===== config.mk =====
export PLATFORM = sky130hd
export DESIGN_NAME = safety_in_sync
export DESIGN_NICKNAME = d
export VERILOG_FILES = /design/src/rtl/safety_in_sync.sv
export SDC_FILE = /design/constraint.sdc
export NUM_CORES = 1
export LEC_CHECK = 0
export BUFFER_PORTS_ARGS = -buffer_cell sky130_fd_sc_hd__buf_4
export CAP_MARGIN = 15
export CORE_AREA = 2 2 39 41
export DETAILED_ROUTE_END_ITERATION = 7
export DIE_AREA = 0 0 41 43
export GPL_TIMING_DRIVEN = 0
export HOLD_SLACK_MARGIN = 0.05
export PLACE_DENSITY_LB_ADDON = 0.08
export RECOVER_POWER = 50
export SYNTH_ARGS = -nofsm -noshare
export SYNTH_HDL_FRONTEND = slang
export SYNTH_SLANG_ARGS = --single-unit

===== constraint.sdc =====
create_clock -name clk_sys -period 1.3 [get_ports clk_sys]
set_clock_uncertainty 0.15 [all_clocks]
set_input_delay 0.195 -clock clk_sys [delete_from_list [all_inputs] [get_ports clk_sys]]
set_output_delay 0.195 -clock clk_sys [all_outputs]
set_load 0.05 [all_outputs]

===== src/rtl/safety_in_sync.sv =====
// three-flop synchroniser for the two safety inputs
`timescale 1ns/100ps
`default_nettype none
module safety_in_sync (
	// clock and reset
	input  wire logic       clk_sys,
	input  wire logic       rst_n,
	// raw pins and filtered level
	input  wire logic [1:0] raw_in,
	output logic      [1:0] level
);
	logic [1:0] s1;
	logic [1:0] s2;
	logic [1:0] s3;

	always_ff @(posedge clk_sys) begin
		if (!rst_n) begin
			// start at the normal on level so release shows no false rise
			s1 <= 2'h3;
			s2 <= 2'h3;
			s3 <= 2'h3;
		end else begin
			s1 <= raw_in;
			s2 <= s1;
			s3 <= s2;
		end
	end

	// a change counts once stages two and three agree
	always_ff @(posedge clk_sys) begin
		if (!rst_n) begin
			level <= 2'h3;
		end else begin
			for (int i = 0; i < 2; i++) begin
				if (s2[i] == s3[i])
					level[i] <= s3[i];
			end
		end
	end
endmodule : safety_in_sync
`default_nettype wire


* Word level (Yosys, flattened, before mapping)
Cells that the tools add are included.
** Operators by class
- Equal/unequal tests :: 2
** Operators with widths (count)
- 1-bit equality test :: 2
** Word-level totals
- Logic and storage cells :: 7
- Bits of input ports :: 4
- Output and inout bits :: 2
- Flip-flop bits (word level) :: 8

* Longest topological paths before layout
Gate-level depths: netlist of the first run.
- Depth in word-level cells :: 1
- Gate-level depth with buffers :: 2
- Mapped depth without buffers :: 2

* Worst setup path before layout of the first run
No wires, ideal clock.
- Kind :: register to register
- From :: reg, netlist name level[0]
- To :: reg level[0]
- Data required time :: 1.081 ns
- Slack :: 0.226 ns
- Buffers on the path :: 0
- Stages on the path, launching flop included :: 3
- Library setup time :: 0.069 ns
- Period minus slack after synthesis :: 1.074 ns
- Arrival time :: 0.855 ns
- Path through :: dfxtp_1 > a21oi_1 > o21ai_1
** RTL lines
- end signal: indexed assignment :: line 36 : level[i] <= s3[i];
- end: declaration :: line 10 : output logic [1:0] level

* Worst setup path after layout of the first run
- From :: in rst_n
- To :: reg level[1]
** RTL lines
- start: declaration :: line 7 : input wire logic rst_n,
No word-level cell between the ends.

==> flow_summary.yaml, run 1 <==
place:
  place.gp.congestion: 0.542
  io_buffers: 5
clock_tree:
  cts_buffers: 3
  cts_buffer_depth: 2
  clock_latency_ps: 240
  cts_max_level: 1
  cts.sinks: 8
  cts_root_buffer: "clkbuf_4"
  clkSlewWorstSetupHoldPaths_ps: 50
  cts_tree: "yes"
  ctsResizeCount: 0
layout:
  area_growth_pct: 47.2
  layout_commonest_cell: "dfxtp_1"
  final_cell_mix: "dfxtp_1 (8), nand2b_1 (6), buf_4 (4)"
  nets: 37
  num_antenna_cells: 0
  register_area_um2: 160
  multi_input_area_um2: 65.1
  drive_gt1_frac: 0.226
  fillers: 152
drt:
  drtIter0Drc: 2
  num_vias: 159
  ant_nets: 0
  drc: 0
  drt-pass1-iter-count: 3
  drt_wl_total_um: 331
  wl_per_cell_um: 7.04
  routed_via_density: 3.38
sta:
  worst_pin_slew_ps: 316
  fin_tns_setup_ps: 0
  timing.final.crit_share: 0.897
  slew_violations: 0
  finalHoldViolCount: 0
  rsz0062_at_grt: "no"
  fin_crit_ps: 1170
  max_freq_mhz: 858
  final-setup-viol-count: 0
  hold_ws_ps: 254
  relSlewSlack: 0.789
yosys:
  synth.area.mux_share: 0
  ys_ff_latch: 8
  yosysWarnings: 0
  ys_types: 5
  syn_area_um2: 225
  synth_xor_area_frac: 0
  synth-adder-area-share: 0
  synthCells: 20
  synth_compound_area_frac: 0.0889
  syn_avg_cell_area_um2: 11.3
  synth_top_family_by_area: "simple AND/OR/NAND/NOR gates"
  syn_nets: 24
  yosys.area_share.simple: 0.200
  synth_seq_area_share: 0.711
power:
  ir_drop_v: 0.000378
  p_per_area_mw_per_mm2: 1370
  power_mw: 0.456
  p_leak_nw: 0.125
global_routing:
  grt-ovfl-total: 0
  grt_antenna_before_repair: 0
  grt_pass1_vias: 127
  grt_first_pass_wirelength_um: 448
  grt.total_usage: 0.0443
  grt_max_degree: 9
outcome:
  status: "complete, no violations"
min_path:
  hp-class: "reg -> reg"
floorplanning:
  core_area_mm2: 0.00138
  boundaryPins: 6
  fp-row-count: 14
  die_w_um: 41
  initial_utilization: 0.163
  die-area_mm2: 0.00176
  fp.dieH_um: 43
run:
  max_cap_viol_count: 0
critical_path:
  endpoint_kind: "register"
  cp.required_ps: 1260
  crit_fanout: 8
  start_kind: "input port"
  arrival_ps: 1130
  crit_type: "in -> reg"
[registers in the layout (all words and copies together), names as in the netlist]
| register | cells |
|---|---|
| s2 | 2 |
| level | 2 |
| s1 | 2 |
| s3 | 2 |
[cells in the mapped netlist]
master,instances,area share
a21oi_1,2,0.044
o21ai_1,2,0.044
dfxtp_1,8,0.71
nor2_1,2,0.033
nand2b_1,6,0.17
[layout make-up]
| cell class | instances | share of cell area |
|---|---|---|
| Sequential cell | 8 | 0.483 |
| Multi-Input combinational cell | 12 | 0.196 |
| Timing Repair Buffer | 8 | 0.192 |
| Clock buffer | 3 | 0.0679 |
| Tap cell | 16 | 0.0604 |
[per-layer routing]
metal	global-route usage	vias to the layer above	share of wire
li1	-	87	-
met1	0.0487	66	0.53
met2	0.0438	6	0.38
met3	0.0314	0	0.088
met4	0.0600	0	0
met5	0	-	0
[critical path, cell delays in order]
cell,delay (ps)
dlygate4sd3_1,520
clkbuf_1,270
o21ai_0,130
[through the flow]
| stage | utilization | instance area (um2) | cells | worst slack, ps |
|---|---|---|---|---|
| floorplan | - | 225 | 20 | 226 |
| global placement | 0.204 | 283 | 41 | 427 |
| detailed placement | 0.204 | 283 | 41 | 406 |
| CTS | 0.242 | 335 | 47 | 135 |
| global route | 0.240 | 332 | 47 | 83.8 |
| finish | 0.240 | 332 | 47 | 134 |
[power breakdown]
group | leakage (nW) | switching, mW | internal, mW | total, mW
sequential | 0.0658 | 0.00263 | 0.253 | 0.256
combinational | 0.0455 | 0.00727 | 0.0147 | 0.0220
clock | 0.0138 | 0.0730 | 0.105 | 0.178
[final timing paths]
path / start / end / slack (ps) / depth (start not counted)
hold reg to reg: s1[0]$_SDFF_PN1_ / s2[0]$_SDFF_PN1_ / 250 / 1
setup reg to reg: s2[0]$_SDFF_PN1_ / level[0]$_SDFFE_PN1N_ / 500 / 2
hold / removal: s1[0]$_SDFF_PN1_ / s2[0]$_SDFF_PN1_ / 250 / 1
setup / recovery: rst_n / level[1]$_SDFFE_PN1N_ / 130 / 3
[cell families after synthesis]
group,count (synthesis)
and+or+nand+nor,8
DFF,8
AOI/OAI and AO/OA,4
[repair_timing]
action / CTS / global route
hold buffers: 3 / 0
buffers inserted: 0 / 0
endpoints found under the hold margin: 8 / 0
Power figures use the tool's default switching activity.
==> run 2: changes to the inputs <==
- CORE_AREA: 2 2 39 41 -> 3 3 40 42
- DIE_AREA: 0 0 41 43 -> 0 0 43 45
==> run 2 against run 1 <==
  * First-iteration DRC count down 100%
  * Via count down 1.9%
  * Count of clock-buffer cells in the layout unchanged
  * Combinational power about the same
  * Highest routed layer unchanged
==> flow_summary.yaml, run 2 (synthesis gave the netlist of run 1 again) <==
critical_path:
  crit_type: "reg -> out"
  cp_top_family: "flip-flops"
  slowest_stage: "dfxtp_1"
  crit_chain: "buf_4"
  arrival_ps: 800
  worst-path-stages: 1
  start_kind: "register"
  endpoint_kind: "output port"
  cp.required_ps: 950
  rr_worst_depth: 2
  max_stage_delay_ps: 340
  path_buf_inv: 1
  crit_fanout: 3
power:
  power_mw: 0.462
  p_per_area_mw_per_mm2: 1400
  p_leak_nw: 0.125
  ir_drop_v: 0.000370
layout:
  num_antenna_cells: 0
  postLayoutCellArea_um2: 330
  area_growth_pct: 46.7
  final_cell_mix: "dfxtp_1 (8), nand2b_1 (6), buf_4 (4)"
  nets: 37
  layout_commonest_cell: "dfxtp_1"
  drive_gt1_frac: 0.226
sta:
  rsz0062_at_grt: "no"
  slew_violations: 0
  fin_tns_setup_ps: 0
  finalHoldViolCount: 0
  final-setup-viol-count: 0
  relSlewSlack: 0.788
  timing.final.crit_share: 0.879
  worst_pin_slew_ps: 318
  worst_slack_ps: 158
  max_freq_mhz: 876
  fin_crit_ps: 1140
floorplanning:
  boundaryPins: 6
  initial_utilization: 0.175
  fp.dieH_um: 45
  die-area_mm2: 0.00194
  fp-row-count: 13
  core_area_mm2: 0.00128
  die_w_um: 43
global_routing:
  grt.total_usage: 0.0510
  grt-ovfl-total: 0
  grt_antenna_before_repair: 0
  grt_first_pass_wirelength_um: 600
  grt_max_degree: 9
  grt_pass1_vias: 166
clock_tree:
  cts_max_level: 1
  clkSlewWorstSetupHoldPaths_ps: 50
  cts.sinks: 8
  cts-hold-fix-buffers: 3
  ctsResizeCount: 0
  cts_tree: "yes"
  cts_setup_buffers: 0
  cts_root_buffer: "clkbuf_4"
  cts_buffer_depth: 2
  cts_buffers: 3
  clock_latency_ps: 250
drt:
  drtIter0Drc: 0
  wl_per_cell_um: 7.74
  num_vias: 156
  drt-pass1-iter-count: 1
  ant_nets: 0
  drt_wl_total_um: 356
  routed_via_density: 3.39
  drc: 0
place:
  place_area_um2: 282
  place.gp.congestion: 0.518
  post-place-ws_ps: 419
  io_buffers: 5
outcome:
  status: "complete, no violations"
min_path:
  hold_depth: 1
  hp-class: "reg -> reg"
run:
  max_cap_viol_count: 0
[run 2: cell types whose count changed in the layout (fill, tap and decap cells not counted)]
cell | before | now
o21ai_0 | 1 | 0
o21ai_1 | 1 | 2
[run 2: layout make-up]
class,instances,area [um2]
flip-flops and latches,8,160
well taps,15,18.8
repair buffers,8,63.8
clock buffers,3,22.5
fillers,145,955
multi-input cells,12,65.1
[run 2: through the flow]
stage | utilization | std cells | hold slack [ps]
finish | 0.257 | 46 | 257
global route | 0.257 | 46 | 289
CTS | 0.260 | 46 | 262
detailed placement | 0.219 | 40 | 232
global placement | 0.219 | 40 | 230
floorplan | - | 20 | 118
[run 2: final timing paths]
check / slack [ps] / endpoint / from
max: 160 / level[0] / level[0]$_SDFFE_PN1N_
min: 260 / s2[1]$_SDFF_PN1_ / s1[1]$_SDFF_PN1_
min reg2reg: 260 / s2[1]$_SDFF_PN1_ / s1[1]$_SDFF_PN1_
max reg2reg: 500 / level[0]$_SDFFE_PN1N_ / s2[0]$_SDFF_PN1_
[run 2: layer usage]
| metal | up-vias | track usage | share of wire |
|---|---|---|---|
| met5 | - | 0 | 0 |
| met1 | 64 | 0.0414 | 0.49 |
| met3 | 0 | 0.0319 | 0.11 |
| li1 | 86 | - | - |
| met2 | 6 | 0.0629 | 0.40 |
| met4 | 0 | 0.0904 | 0 |
[run 2: power breakdown]
part           leakage (nW)  switching [mW]  internal, mW
clock network        0.0138          0.0785         0.105
logic                0.0455         0.00741        0.0147
registers            0.0658         0.00252         0.253
[run 2: worst reg2reg max path, stage by stage, from the launching register on]
cell and delay [ps]:
dfxtp_1 310, a21oi_1 150, o21ai_1 70
